`config.mk`:
```
export PLATFORM = sky130hd
export DESIGN_NAME = reset_controller
export DESIGN_NICKNAME = d
export VERILOG_FILES = /design/src/rtl/reset_ctrl_pkg.sv /design/src/rtl/reset_req_if.sv /design/src/rtl/reset_controller.sv /design/src/rtl/reset_req_sync.sv
export SDC_FILE = /design/constraint.sdc
export NUM_CORES = 1
export LEC_CHECK = 0
export BUFFER_PORTS_ARGS = -buffer_cell sky130_fd_sc_hd__clkbuf_2
export CORE_ASPECT_RATIO = 1.5
export CORE_MARGIN = 2
export CORE_UTILIZATION = 35
export CTS_BUF_LIST = sky130_fd_sc_hd__clkbuf_8
export CTS_CLUSTER_DIAMETER = 50
export CTS_CLUSTER_SIZE = 12
export DETAILED_ROUTE_END_ITERATION = 10
export GPL_ROUTABILITY_DRIVEN = 0
export PLACE_DENSITY = 0.63
export SYNTH_ARGS = -nofsm -noshare
export SYNTH_HDL_FRONTEND = slang
export SYNTH_HIERARCHICAL = 1
export SYNTH_SLANG_ARGS = --single-unit
```
`constraint.sdc`:
```
create_clock -name ref_clk -period 1.7 [get_ports ref_clk]
set_clock_uncertainty 0.2 [all_clocks]
set_input_delay 0.17 -clock ref_clk [delete_from_list [all_inputs] [get_ports ref_clk]]
set_output_delay 0.17 -clock ref_clk [all_outputs]
set_load 0.01 [all_outputs]
```
`src/rtl/reset_ctrl_pkg.sv`:
```
// Purpose: constants and types shared by the reset controller files
// Assumes: one 10 MHz reference clock
// Notes: boot encodings follow the strap table
package reset_ctrl_pkg;
  localparam int unsigned clk_period_ns = 100;
  localparam int unsigned sync_stages = 2;
  // nanoseconds the system reset pulse is held once requested
  localparam int unsigned sys_hold_ns = 800;
  localparam int unsigned sys_hold_cycles = (sys_hold_ns + clk_period_ns - 1) / clk_period_ns;
  localparam logic [3:0] sys_hold_init = 4'(sys_hold_cycles);
  // boot mode field
  localparam int unsigned boot_mode_width = 3;
  localparam logic [2:0] boot_rst_value = 3'h0;
  localparam logic [2:0] boot_none = 3'h0;
  localparam logic [2:0] boot_serial_flash = 3'h1;
  localparam logic [2:0] boot_serial_host = 3'h2;
  localparam logic [2:0] boot_uart_host = 3'h3;
  localparam logic [2:0] boot_link_host = 3'h4;
  localparam logic [2:0] boot_octal_flash = 3'h5;
  localparam logic [2:0] boot_card = 3'h6;
  // number of system reset sources: sw, power, event, trigger, emulator
  localparam int unsigned n_sys_src = 5;
  localparam logic [4:0] src_rst_value = 5'h00;
  typedef enum logic [2:0] {st_hw_reset, st_pll_lock, st_sys_reset, st_run} seq_state_t;
endpackage

```
`src/rtl/reset_req_if.sv`:
```
// Purpose: carries synchronised reset requests into the sequencer
// Assumes: all members on ref_clk
// Notes: produced by the synchroniser module
`timescale 1ns/1ps
interface reset_req_if;
  logic hw_rst_sync_n;
  logic [4:0] sys_req;
  modport src (output hw_rst_sync_n, output sys_req);
  modport dst (input hw_rst_sync_n, input sys_req);
endinterface

```
`src/rtl/reset_controller.sv`:
```
// Purpose: sorts resets by target and source, starts pll lock, latches boot straps
// Assumes: ref_clk at 10 MHz, rst_b is the power-on reset
// Notes: hw_reset_n_pin reaches the sequencer only through the two-flop synchroniser
`timescale 1ns/1ps

// Summary of operation
// - system reset clears all but this controller
// - hardware reset clears everything, history lost except hw_reset_seen, which it sets
// - core reset blocks bus access, core only
// - system reset from software and four units
// - hardware reset while pin held low
// - system or hardware reset holds registers default, units idle
// - boot core ready after system reset ends
// - sample boot straps on power-on, hardware reset release, software reset
// - pin release starts pll locking
module reset_controller
  import reset_ctrl_pkg::*;
(
  // clock and reset
  input wire logic ref_clk,
  input wire logic rst_b,
  // board pins
  input wire logic hw_reset_n_pin,
  input wire logic [2:0] boot_mode_pins,
  // reset requests from software and other units (level, async)
  input wire logic sw_sys_reset_req,
  input wire logic power_unit_req,
  input wire logic event_ctrl_req,
  input wire logic trigger_unit_req,
  input wire logic emulator_req,
  input wire logic core_reset_req,
  // pll handshake
  input wire logic pll_locked,
  output logic pll_lock_start,
  // reset outputs
  output logic sys_reset_n,
  output logic core_reset_n,
  output logic core_bus_block,
  output logic units_idle,
  output logic boot_core_ready,
  // status kept across system reset
  output logic [2:0] boot_mode_cfg,
  output logic [4:0] last_sys_source,
  output logic hw_reset_seen
);
  // ------------------------------------------------------------
  // request synchronisation
  // ------------------------------------------------------------
  reset_req_if req ();
  logic core_req_s1;
  logic core_req_s2;
  logic hw_rst_q;
  logic pll_s1;
  logic pll_s2;

  reset_req_sync u_sync (
    .ref_clk(ref_clk),
    .rst_b(rst_b),
    .hw_reset_n_pin(hw_reset_n_pin),
    .sys_req_raw({emulator_req, trigger_unit_req, event_ctrl_req, power_unit_req,
                  sw_sys_reset_req}),
    .req(req)
  );

  // core reset request synchroniser
  always_ff @(posedge ref_clk or negedge rst_b) begin
    if (!rst_b) begin
      core_req_s1 <= 1'b0;
      core_req_s2 <= 1'b0;
    end else begin
      core_req_s1 <= core_reset_req;
      core_req_s2 <= core_req_s1;
    end
  end

  // pll lock flag synchroniser, the pll answers from its own clock
  always_ff @(posedge ref_clk or negedge rst_b) begin
    if (!rst_b) begin
      pll_s1 <= 1'b0;
      pll_s2 <= 1'b0;
    end else begin
      pll_s1 <= pll_locked;
      pll_s2 <= pll_s1;
    end
  end

  // ------------------------------------------------------------
  // decode
  // ------------------------------------------------------------
  wire hw_active = !req.hw_rst_sync_n;
  wire any_sys_req = |req.sys_req;
  wire hw_release = hw_rst_q && req.hw_rst_sync_n;
  // bit 0 of the request vector is the software source
  wire sw_source = req.sys_req[0];

  // ------------------------------------------------------------
  // sequencer
  // ------------------------------------------------------------
  seq_state_t state;
  seq_state_t next_state;
  logic [3:0] hold_cnt;
  logic [3:0] next_hold_cnt;
  logic boot_sample;

  // hold_cnt restarts on every request seen in st_sys_reset, so a source
  // that keeps asserting keeps the system in reset; a low pin overrides all
  // states because a hardware reset must also clear this controller
  // next-state decode
  always_comb begin
    next_state = state;
    next_hold_cnt = hold_cnt;
    case (state)
      st_hw_reset: begin
        if (hw_release) begin
          next_state = st_pll_lock;
        end
      end
      st_pll_lock: begin
        if (pll_s2) begin
          next_state = st_sys_reset;
          next_hold_cnt = sys_hold_init;
        end
      end
      st_sys_reset: begin
        if (any_sys_req) begin
          next_hold_cnt = sys_hold_init;
        end else if (hold_cnt != 4'h0) begin
          next_hold_cnt = hold_cnt - 4'h1;
        end else begin
          next_state = st_run;
        end
      end
      st_run: begin
        if (any_sys_req) begin
          next_state = st_sys_reset;
          next_hold_cnt = sys_hold_init;
        end
      end
      default: begin
        next_state = st_hw_reset;
      end
    endcase
    if (hw_active) begin
      next_state = st_hw_reset;
    end
  end

  // state registers, hardware reset wipes everything
  // hw_rst_q keeps the pin level of the last cycle so its release can be found
  always_ff @(posedge ref_clk or negedge rst_b) begin
    if (!rst_b) begin
      state <= st_hw_reset;
      hold_cnt <= 4'h0;
      hw_rst_q <= 1'b0;
    end else begin
      state <= next_state;
      hold_cnt <= next_hold_cnt;
      hw_rst_q <= hw_active;
    end
  end

  // strap sampling moments: release of a power-on or pin hardware reset, and software system reset
  assign boot_sample = (state == st_hw_reset && hw_release)
                       || (state != st_hw_reset && sw_source);

  // ------------------------------------------------------------
  // controller history, survives system reset
  // ------------------------------------------------------------
  logic [2:0] strap_s1;
  logic [2:0] strap_s2;

  always_ff @(posedge ref_clk or negedge rst_b) begin
    if (!rst_b) begin
      strap_s1 <= boot_rst_value;
      strap_s2 <= boot_rst_value;
      boot_mode_cfg <= boot_rst_value;
      last_sys_source <= src_rst_value;
      hw_reset_seen <= 1'b0;
    end else begin
      strap_s1 <= boot_mode_pins;
      strap_s2 <= strap_s1;
      // the pin level wins over any request seen in the same cycle
      if (hw_active) begin
        boot_mode_cfg <= boot_rst_value;
        last_sys_source <= src_rst_value;
        hw_reset_seen <= 1'b1;
      end else begin
        if (boot_sample) begin
          boot_mode_cfg <= strap_s2;
        end
        if (any_sys_req) begin
          last_sys_source <= req.sys_req;
        end
      end
    end
  end

  // ------------------------------------------------------------
  // reset outputs
  // ------------------------------------------------------------
  // outputs follow next_state so they change on the same edge as the state
  // register; a core-only reset is honoured only while the system runs
  always_ff @(posedge ref_clk or negedge rst_b) begin
    if (!rst_b) begin
      sys_reset_n <= 1'b0;
      core_reset_n <= 1'b0;
      core_bus_block <= 1'b1;
      units_idle <= 1'b1;
      boot_core_ready <= 1'b0;
      pll_lock_start <= 1'b0;
    end else begin
      sys_reset_n <= (next_state == st_run);
      units_idle <= (next_state != st_run);
      core_reset_n <= (next_state == st_run) && !core_req_s2;
      core_bus_block <= (next_state != st_run) || core_req_s2;
      boot_core_ready <= (next_state == st_run);
      pll_lock_start <= (state == st_hw_reset) && hw_release;
    end
  end
endmodule

```
`src/rtl/reset_req_sync.sv`:
```
// Purpose: two-flop synchronisers for the reset pin and reset requests
// Assumes: inputs may be asynchronous to ref_clk
// Notes: first stage feeds only the second stage
`timescale 1ns/1ps
module reset_req_sync
  import reset_ctrl_pkg::*;
(
  // clock and reset
  input wire logic ref_clk,
  input wire logic rst_b,
  // raw inputs
  input wire logic hw_reset_n_pin,
  input wire logic [4:0] sys_req_raw,
  // synchronised outputs
  reset_req_if.src req
);
  // ------------------------------------------------------------
  // synchroniser chains
  // ------------------------------------------------------------
  logic [5:0] stage1;
  logic [5:0] stage2;

  // two flops per bit; the cleared state reads as the pin held low
  always_ff @(posedge ref_clk or negedge rst_b) begin
    if (!rst_b) begin
      stage1 <= 6'h00;
      stage2 <= 6'h00;
    end else begin
      stage1 <= {hw_reset_n_pin, sys_req_raw};
      stage2 <= stage1;
    end
  end

  assign req.hw_rst_sync_n = stage2[5];
  assign req.sys_req = stage2[4:0];
endmodule

```
# ---- After elaboration in Yosys (flattened, before gate mapping)
# Cells that the tools add are included.
dict set report classes {
  n_reduce_logical 14
  n_eq_ne 10
  addsub 1
  mux 16
}
# cell n
set ops {}
lappend ops {{3-bit 2-to-1 mux} 8}
lappend ops {{4-bit 2-to-1 mux} 4}
lappend ops {{3-bit case mux with 4 select lines} 1}
lappend ops {{4-bit case mux with 3 select lines} 1}
lappend ops {{5-bit 2-to-1 mux} 2}
lappend ops {{3-bit by 2-bit equality test with 1-bit output, second input constant} 3}
lappend ops {{2-bit != test, second input constant} 4}
lappend ops {{3-bit nonzero test} 2}
lappend ops {{5-bit OR reduction} 1}
lappend ops {{1-bit logical AND} 4}
lappend ops {{4-bit AND reduction} 1}
lappend ops {{4-bit nonzero test} 1}
lappend ops {{4-bit by 1-bit subtractor with 4-bit output, second input constant} 1}
lappend ops {{3-bit by 1-bit equality test with 1-bit output, second input constant} 1}
lappend ops {{3-bit logical NOT} 1}
lappend ops {{3-bit by 2-bit != test with 1-bit output, second input constant} 1}
lappend ops {{3-bit != test, second input constant} 1}
lappend ops {{1-bit logical NOT} 2}
lappend ops {{1-bit logical OR} 2}
dict set report word_totals {
  word_cells 60
  input_bits 13
  out_inout_bits 15
  ff_bits 44
}

# ---- Depth between registers and ports, before layout
dict set report depth {
  ltp_word 7
  ltp_mapped 7
  depth_no_buf 7
}

# ---- Hierarchy
# Netlist, hierarchy kept.
# mod cells_each instances area_per_inst_um2
set by_module_without_submodules {}
lappend by_module_without_submodules {reset_controller 96 1 1234.9}
lappend by_module_without_submodules {reset_req_sync 12 1 300.3}

# ---- Worst setup path after synthesis
# Ideal clock, no wire load.
dict set report synth_path {
  path_type {register -> register}
  start {reg hold_cnt[0]}
  end {reg hold_cnt[1]}
  path_stages_with_launch 7
  n_path_buf 0
  arrival_ns 1.560
  path_slack_ns -0.185
  period_less_slack_ns 1.885
  cell_sequence {dfrtp_1 > inv_1 > ha_1 > nor3b_1 > o2111ai_4 > nand2_1 > mux2_2}
}
dict set report synth_between {
  elab_chain_cells 4
  elab_cells_between_ends 7
}
# item line
set synth_lines {}
lappend synth_lines {{start: declaration} reset_controller.sv:101} ;# logic [3:0] hold_cnt;
lappend synth_lines {{start signal: assignment} reset_controller.sv:157} ;# hold_cnt <= next_hold_cnt;
lappend synth_lines {{4-bit by 1-bit subtractor with 4-bit output} reset_controller.sv:128} ;# next_hold_cnt = hold_cnt - 4'h1;
lappend synth_lines {{4-bit 2-to-1 mux} reset_controller.sv:127} ;# end else if (hold_cnt != 4'h0) begin
lappend synth_lines {{4-bit 2-to-1 mux} reset_controller.sv:125} ;# if (any_sys_req) begin
lappend synth_lines {{4-bit case mux with 3 select lines} reset_controller.sv:112} ;# case (state)
# Several ways; a longest one is shown, not always the timed one. The select of a mux whose other input is x is not followed.
# A chain may end at the register's enable or synchronous reset.

# ---- Worst setup path after layout
dict set report layout_path {
  start {reg hold_cnt[0]}
  end {reg core_reset_n}
}
dict set report layout_between {
  elab_chain_cells 7
}
# item line
set layout_lines {}
lappend layout_lines {{4-bit nonzero test} reset_controller.sv:127}
lappend layout_lines {{3-bit 2-to-1 mux} reset_controller.sv:127}
lappend layout_lines {{3-bit 2-to-1 mux} reset_controller.sv:125}
lappend layout_lines {{3-bit case mux with 4 select lines} reset_controller.sv:112}
lappend layout_lines {{3-bit 2-to-1 mux} reset_controller.sv:143} ;# if (hw_active) begin
lappend layout_lines {{3-bit by 2-bit equality test with 1-bit output} reset_controller.sv:214} ;# core_reset_n <= (next_state == st_run) && !core_req_s2;
lappend layout_lines {{1-bit logical AND} reset_controller.sv:214}
lappend layout_lines {{end signal: assignment} reset_controller.sv:214}
lappend layout_lines {{end: declaration} reset_controller.sv:37} ;# output logic core_reset_n,
# No other way between the ends.

==> flow_summary.html <==
<table>
<tr><th>Metric</th><th>Value</th></tr>
<tr><th colspan="2">Placed design</th></tr>
<tr><td>Dpl cell area</td><td>1810 µm²</td></tr>
<tr><td>Placed wire-length estimate after detailed placement</td><td>around 1800 µm</td></tr>
<tr><td># port buffers</td><td>27</td></tr>
<tr><th colspan="2">Min path</th></tr>
<tr><td>Hold/Removal Path Class</td><td>reg2reg</td></tr>
<tr><td>Launch point of the worst hold path</td><td>u_sync/stage1[0]</td></tr>
<tr><th colspan="2">Route</th></tr>
<tr><td>First DRT Iteration DRCs</td><td>10</td></tr>
<tr><td>Highest routed layer</td><td>met4</td></tr>
<tr><td>Routed via count</td><td>989</td></tr>
<tr><td>Via/cell ratio</td><td>around 4.6</td></tr>
<tr><td>Total routed wire length on the met1 layer</td><td>935 µm</td></tr>
<tr><td>Count of TritonRoute iterations in the first routing pass</td><td>3</td></tr>
<tr><td>Wire length on met2</td><td>1600 µm</td></tr>
<tr><td>Final wirelength</td><td>between 2000 and 3000 µm</td></tr>
<tr><td>Number of nets with antenna violations after routing</td><td>0</td></tr>
<tr><td>Wire length per cell after detailed routing</td><td>roughly 13 µm</td></tr>
<tr><td>Detailed route wirelength on metal3</td><td>about 110 µm</td></tr>
<tr><td>Detailed-route DRC error count</td><td>0</td></tr>
<tr><th colspan="2">CTS</th></tr>
<tr><td>Clock Sink Count</td><td>44</td></tr>
<tr><td>Clock latency on the worst-skew pair</td><td>0.28 ns</td></tr>
<tr><td>CTS Root Buffer Type</td><td>sky130_fd_sc_hd__clkbuf_8</td></tr>
<tr><td>Clk slew on worst S/H paths</td><td>about 0.07 ns</td></tr>
<tr><td>CTS tree</td><td>built</td></tr>
<tr><td>Clock buffer count from CTS</td><td>5</td></tr>
<tr><td>H-tree depth reported by CTS</td><td>2</td></tr>
<tr><td>Longest Clk Path Bufs</td><td>2</td></tr>
<tr><th colspan="2">Floorplan</th></tr>
<tr><td>Die width</td><td>roughly 58 µm</td></tr>
<tr><td>Die area</td><td>roughly 4900 µm²</td></tr>
<tr><td>Core Area</td><td>around 4200 µm²</td></tr>
<tr><td>I/O Pins</td><td>28</td></tr>
<tr><td>Standard-cell row count</td><td>29</td></tr>
<tr><td>Die boundary height</td><td>approximately 85 µm</td></tr>
<tr><td>Starting Density</td><td>around 36%</td></tr>
<tr><th colspan="2">Setup path</th></tr>
<tr><td>Series of cell instances along the critical path</td><td>inv_2 &gt; ha_4 &gt; nor3b_4 &gt; o2111ai_4 &gt; a2111oi_4 &gt; inv_2 &gt; nor2_2</td></tr>
<tr><td>Critical path launch point</td><td>hold_cnt[0]</td></tr>
<tr><td>Crit path largest cell delay</td><td>roughly 0.41 ns</td></tr>
<tr><td>Startpoint of the worst register-to-register path</td><td>hold_cnt[0]</td></tr>
<tr><td>Length in cells of the worst reg-to-reg path</td><td>7</td></tr>
<tr><td>Critical path capture point</td><td>core_reset_n</td></tr>
<tr><td>Element type at the critical path end</td><td>flop</td></tr>
<tr><td>Kind of critical path</td><td>reg2reg</td></tr>
<tr><td>R2R Path End</td><td>core_reset_n</td></tr>
<tr><td>Worst Path Required</td><td>approximately 1.7 ns</td></tr>
<tr><td>Crit path top cell by count</td><td>sky130_fd_sc_hd__inv_2</td></tr>
<tr><td>Register-to-Register Setup Slack</td><td>-0.12 ns</td></tr>
<tr><td>Data arrival time of the critical path</td><td>between 1.5 and 2 ns</td></tr>
<tr><td>CP max-delay cell</td><td>sky130_fd_sc_hd__a2111oi_4</td></tr>
<tr><td>Startpoint kind of the worst setup timing path</td><td>flop</td></tr>
<tr><td>Critical-path maximum fanout</td><td>4</td></tr>
<tr><th colspan="2">Global route</th></tr>
<tr><td>Global-route total usage across every layer</td><td>between 10 and 15%</td></tr>
<tr><td>Number of antenna violations at the first check in global routing</td><td>0</td></tr>
<tr><td>Vias in the first global route</td><td>about 1,100</td></tr>
<tr><td>Global route total overflow</td><td>0</td></tr>
<tr><td>Largest net degree at the start of global routing</td><td>45</td></tr>
<tr><td>Wire length of the first global-routing pass</td><td>about 4700 µm</td></tr>
<tr><th colspan="2">Final layout</th></tr>
<tr><td>Most common cell after layout, fill and taps aside</td><td>sky130_fd_sc_hd__dfrtp_1</td></tr>
<tr><td>Highest-count cells in the layout ignoring fill and taps</td><td>sky130_fd_sc_hd__dfrtp_1, sky130_fd_sc_hd__clkbuf_2, sky130_fd_sc_hd__buf_4, sky130_fd_sc_hd__dlygate4sd3_1, sky130_fd_sc_hd__nor2_1</td></tr>
<tr><td>Final Net Count</td><td>between 150 and 200</td></tr>
<tr><td>Area added between synthesis and finish</td><td>35.9%</td></tr>
<tr><td>Final Cell Area</td><td>between 2000 and 2500 µm²</td></tr>
<tr><td>Share of layout cells above drive strength 1</td><td>between 30% and 40%</td></tr>
<tr><td>ANT cells</td><td>0</td></tr>
<tr><th colspan="2">Timing</th></tr>
<tr><td>Unrepaired setup endpoints after global routing</td><td>yes</td></tr>
<tr><td>Setup TNS</td><td>-0.410 ns</td></tr>
<tr><td>Post-route fraction of the period consumed by the critical path</td><td>107%</td></tr>
<tr><td>Highest clock frequency the design can meet</td><td>~550 MHz</td></tr>
<tr><td>Hold violation count in the final report</td><td>0</td></tr>
<tr><td>Max-slew headroom</td><td>between 60% and 70%</td></tr>
<tr><td>Setup-violating endpoint count in the final report</td><td>6</td></tr>
<tr><td>Least-Margin Pin Slew</td><td>0.524 ns</td></tr>
<tr><td>Slew Viols, Final</td><td>0</td></tr>
<tr><td>Shortest period the worst path allows</td><td>~1.8 ns</td></tr>
<tr><td>Worst path setup slack after routing</td><td>-0.116 ns</td></tr>
<tr><th colspan="2">Outcome</th></tr>
<tr><td>Status</td><td>complete, but fails checks</td></tr>
<tr><td>Violations in the final reports</td><td>negative setup slack</td></tr>
<tr><th colspan="2">Yosys</th></tr>
<tr><td>Fraction of synthesized cell area taken by the top area cell type</td><td>about two thirds</td></tr>
<tr><td>Mean instance size in the synthesized netlist</td><td>approximately 14 µm²</td></tr>
<tr><td>Register bit count reported by yosys</td><td>44</td></tr>
<tr><td>Instance count of the mapped netlist</td><td>108</td></tr>
<tr><td>Netlist cell types</td><td>30</td></tr>
<tr><td>Top cells by area in the synthesized netlist</td><td>sky130_fd_sc_hd__dfrtp_1, sky130_fd_sc_hd__dfstp_2, sky130_fd_sc_hd__mux2i_1</td></tr>
<tr><td>Yosys warning total</td><td>6</td></tr>
<tr><td>Sequential share of the synthesized area</td><td>71.9%</td></tr>
<tr><td>Post-Syn Area</td><td>about 1500 µm²</td></tr>
<tr><td>Post-synthesis net count</td><td>123</td></tr>
<tr><td>Library cell occupying the most area in the post-synthesis netlist</td><td>sky130_fd_sc_hd__dfrtp_1</td></tr>
<tr><th colspan="2">Power</th></tr>
<tr><td>Clock power frac</td><td>between 30% and 40%</td></tr>
<tr><td>Leakage</td><td>between 0.0009 and 0.001 µW</td></tr>
<tr><td>Sequential Power Share</td><td>a little under 60%</td></tr>
<tr><td>Gate power share</td><td>under 10%</td></tr>
<tr><td>NetSw</td><td>around 420 µW</td></tr>
<tr><td>Peak supply drop</td><td>0.00102 V</td></tr>
<tr><td>Fraction of power spent switching nets</td><td>21.4%</td></tr>
<tr><td>Pint</td><td>~1500 µW</td></tr>
<tr><td>Power density over the cells</td><td>about 930 nW/µm²</td></tr>
<tr><th colspan="2">Flow run</th></tr>
<tr><td>Number of max-capacitance violations reported</td><td>0</td></tr>
</table>
[synthesized netlist by cell type]
library cell and n:
sky130_fd_sc_hd__a2111oi_4 1, sky130_fd_sc_hd__nor3b_1 1, sky130_fd_sc_hd__dfstp_2 2, sky130_fd_sc_hd__and2_2 1
sky130_fd_sc_hd__ha_1 2, sky130_fd_sc_hd__clkbuf_1 1, sky130_fd_sc_hd__nor2_1 9, sky130_fd_sc_hd__inv_2 1
sky130_fd_sc_hd__nand3_1 2, sky130_fd_sc_hd__nand2b_1 4, sky130_fd_sc_hd__o211ai_1 1, sky130_fd_sc_hd__nand2_1 7
sky130_fd_sc_hd__a211o_1 1, sky130_fd_sc_hd__inv_1 7, sky130_fd_sc_hd__nor4_4 1, sky130_fd_sc_hd__nor2_2 1
sky130_fd_sc_hd__conb_1 1, sky130_fd_sc_hd__mux2i_1 5, sky130_fd_sc_hd__nor3_1 2, sky130_fd_sc_hd__o31ai_1 1
sky130_fd_sc_hd__o2111ai_4 1, sky130_fd_sc_hd__mux2_2 1, sky130_fd_sc_hd__o2bb2ai_1 1, sky130_fd_sc_hd__dfrtp_1 42
sky130_fd_sc_hd__and3_1 1, sky130_fd_sc_hd__nand4b_1 1, sky130_fd_sc_hd__nor4b_1 1, sky130_fd_sc_hd__a21oi_1 7
sky130_fd_sc_hd__buf_4 1, sky130_fd_sc_hd__nand3b_1 1
[per-layer routing]
layer,track usage [%],vias up
met3,3.66,4
met2,23.1,20
met4,5.07,0
li1,-,474
met1,13.0,491
met5,0,-
[worst min path at each step]
stage	to	cells past startpoint
floorplan	boot_core_ready	0
global placement	boot_mode_cfg[2]	2
global route	core_req_s2	0
CTS	u_sync/stage2[0]	0
detailed placement	strap_s2[1]	2
finish	u_sync/stage2[0]	0
[cell families (layout without fill, tap and decap cells)]
| family | Yosys count | count (layout) | synth area share [%] |
|---|---|---|---|
| compound gates | 13 | 13 | 7.91 |
| buf+inv | 10 | 69 | 2.69 |
| mux | 6 | 6 | 3.99 |
| flops | 44 | 44 | 71.9 |
| simple gates | 32 | 32 | 11.7 |
| fa+ha+maj | 2 | 2 | 1.63 |
| other cells | 1 | 1 | 0.244 |
[cell type report]
cell class              count  area, µm²
fillers                   366       2120
well taps                  46       57.6
repair buffers             53        364
multi-input cells          54        432
flip-flops and latches     44       1100
clock inverters             1       3.75
inverters                   8       30.0
clock buffers               7       96.3
[worst max-delay path, delay by kind of cell, from the launching register on]
kind,cells,cell delay (ns)
adder cells (fa/ha/maj),1,0.13
AO/OA/AOI/OAI,2,0.59
flip-flops,1,0.39
AND/OR/NAND/NOR,2,0.28
buffers and inverters,2,0.15
[flip-flops by register name (all words and copies together) (netlist names)]
signal and flops:
pll_lock_start 1, hw_reset_seen 1, core_req_s1 1, boot_mode_cfg 3, boot_core_ready 1, units_idle 1
strap_s1 3, strap_s2 3, hw_rst_q 1, core_bus_block 1, state 3, u_sync/stage2 6
pll_s2 1, core_req_s2 1, pll_s1 1, u_sync/stage1 6, last_sys_source 5, core_reset_n 1
hold_cnt 4
[metrics by stage]
stage	utilization, %	setup WS (ns)	hold WS (ns)	power [µW]	cells
6_report	49.6	-0.116	0.147	1950	213
5_1_grt	49.6	-0.285	0.158	2050	213
4_1_cts	48.8	-0.164	0.151	1970	212
3_5_place_dp	43.0	-0.137	0.0699	1270	190
3_3_place_gp	43.0	-0.0613	0.0583	1260	190
2_1_floorplan	-	-0.105	-0.326	1200	108
[power by group through the flow]
| stage | clock, µW | sequential [µW] | combinational (µW) |
|---|---|---|---|
| 3_5_place_dp | 0 | 1150 | 119 |
| 4_1_cts | 700 | 1130 | 147 |
| 6_report | 677 | 1130 | 144 |
| 2_1_floorplan | 0 | 1150 | 49.1 |
| 3_3_place_gp | 0 | 1140 | 116 |
| 5_1_grt | 755 | 1140 | 162 |
[timing repair]
item | 4_1_cts | 5_1_grt
hold buffers | 12 | 0
gates resized for setup | 2 | 6
pin swaps | 2 | 1
setup endpoints to repair | 7 | 9
endpoints found under the hold margin | 53 | 0
setup buffers | 2 | 1
Power figures use the tool's default switching activity.
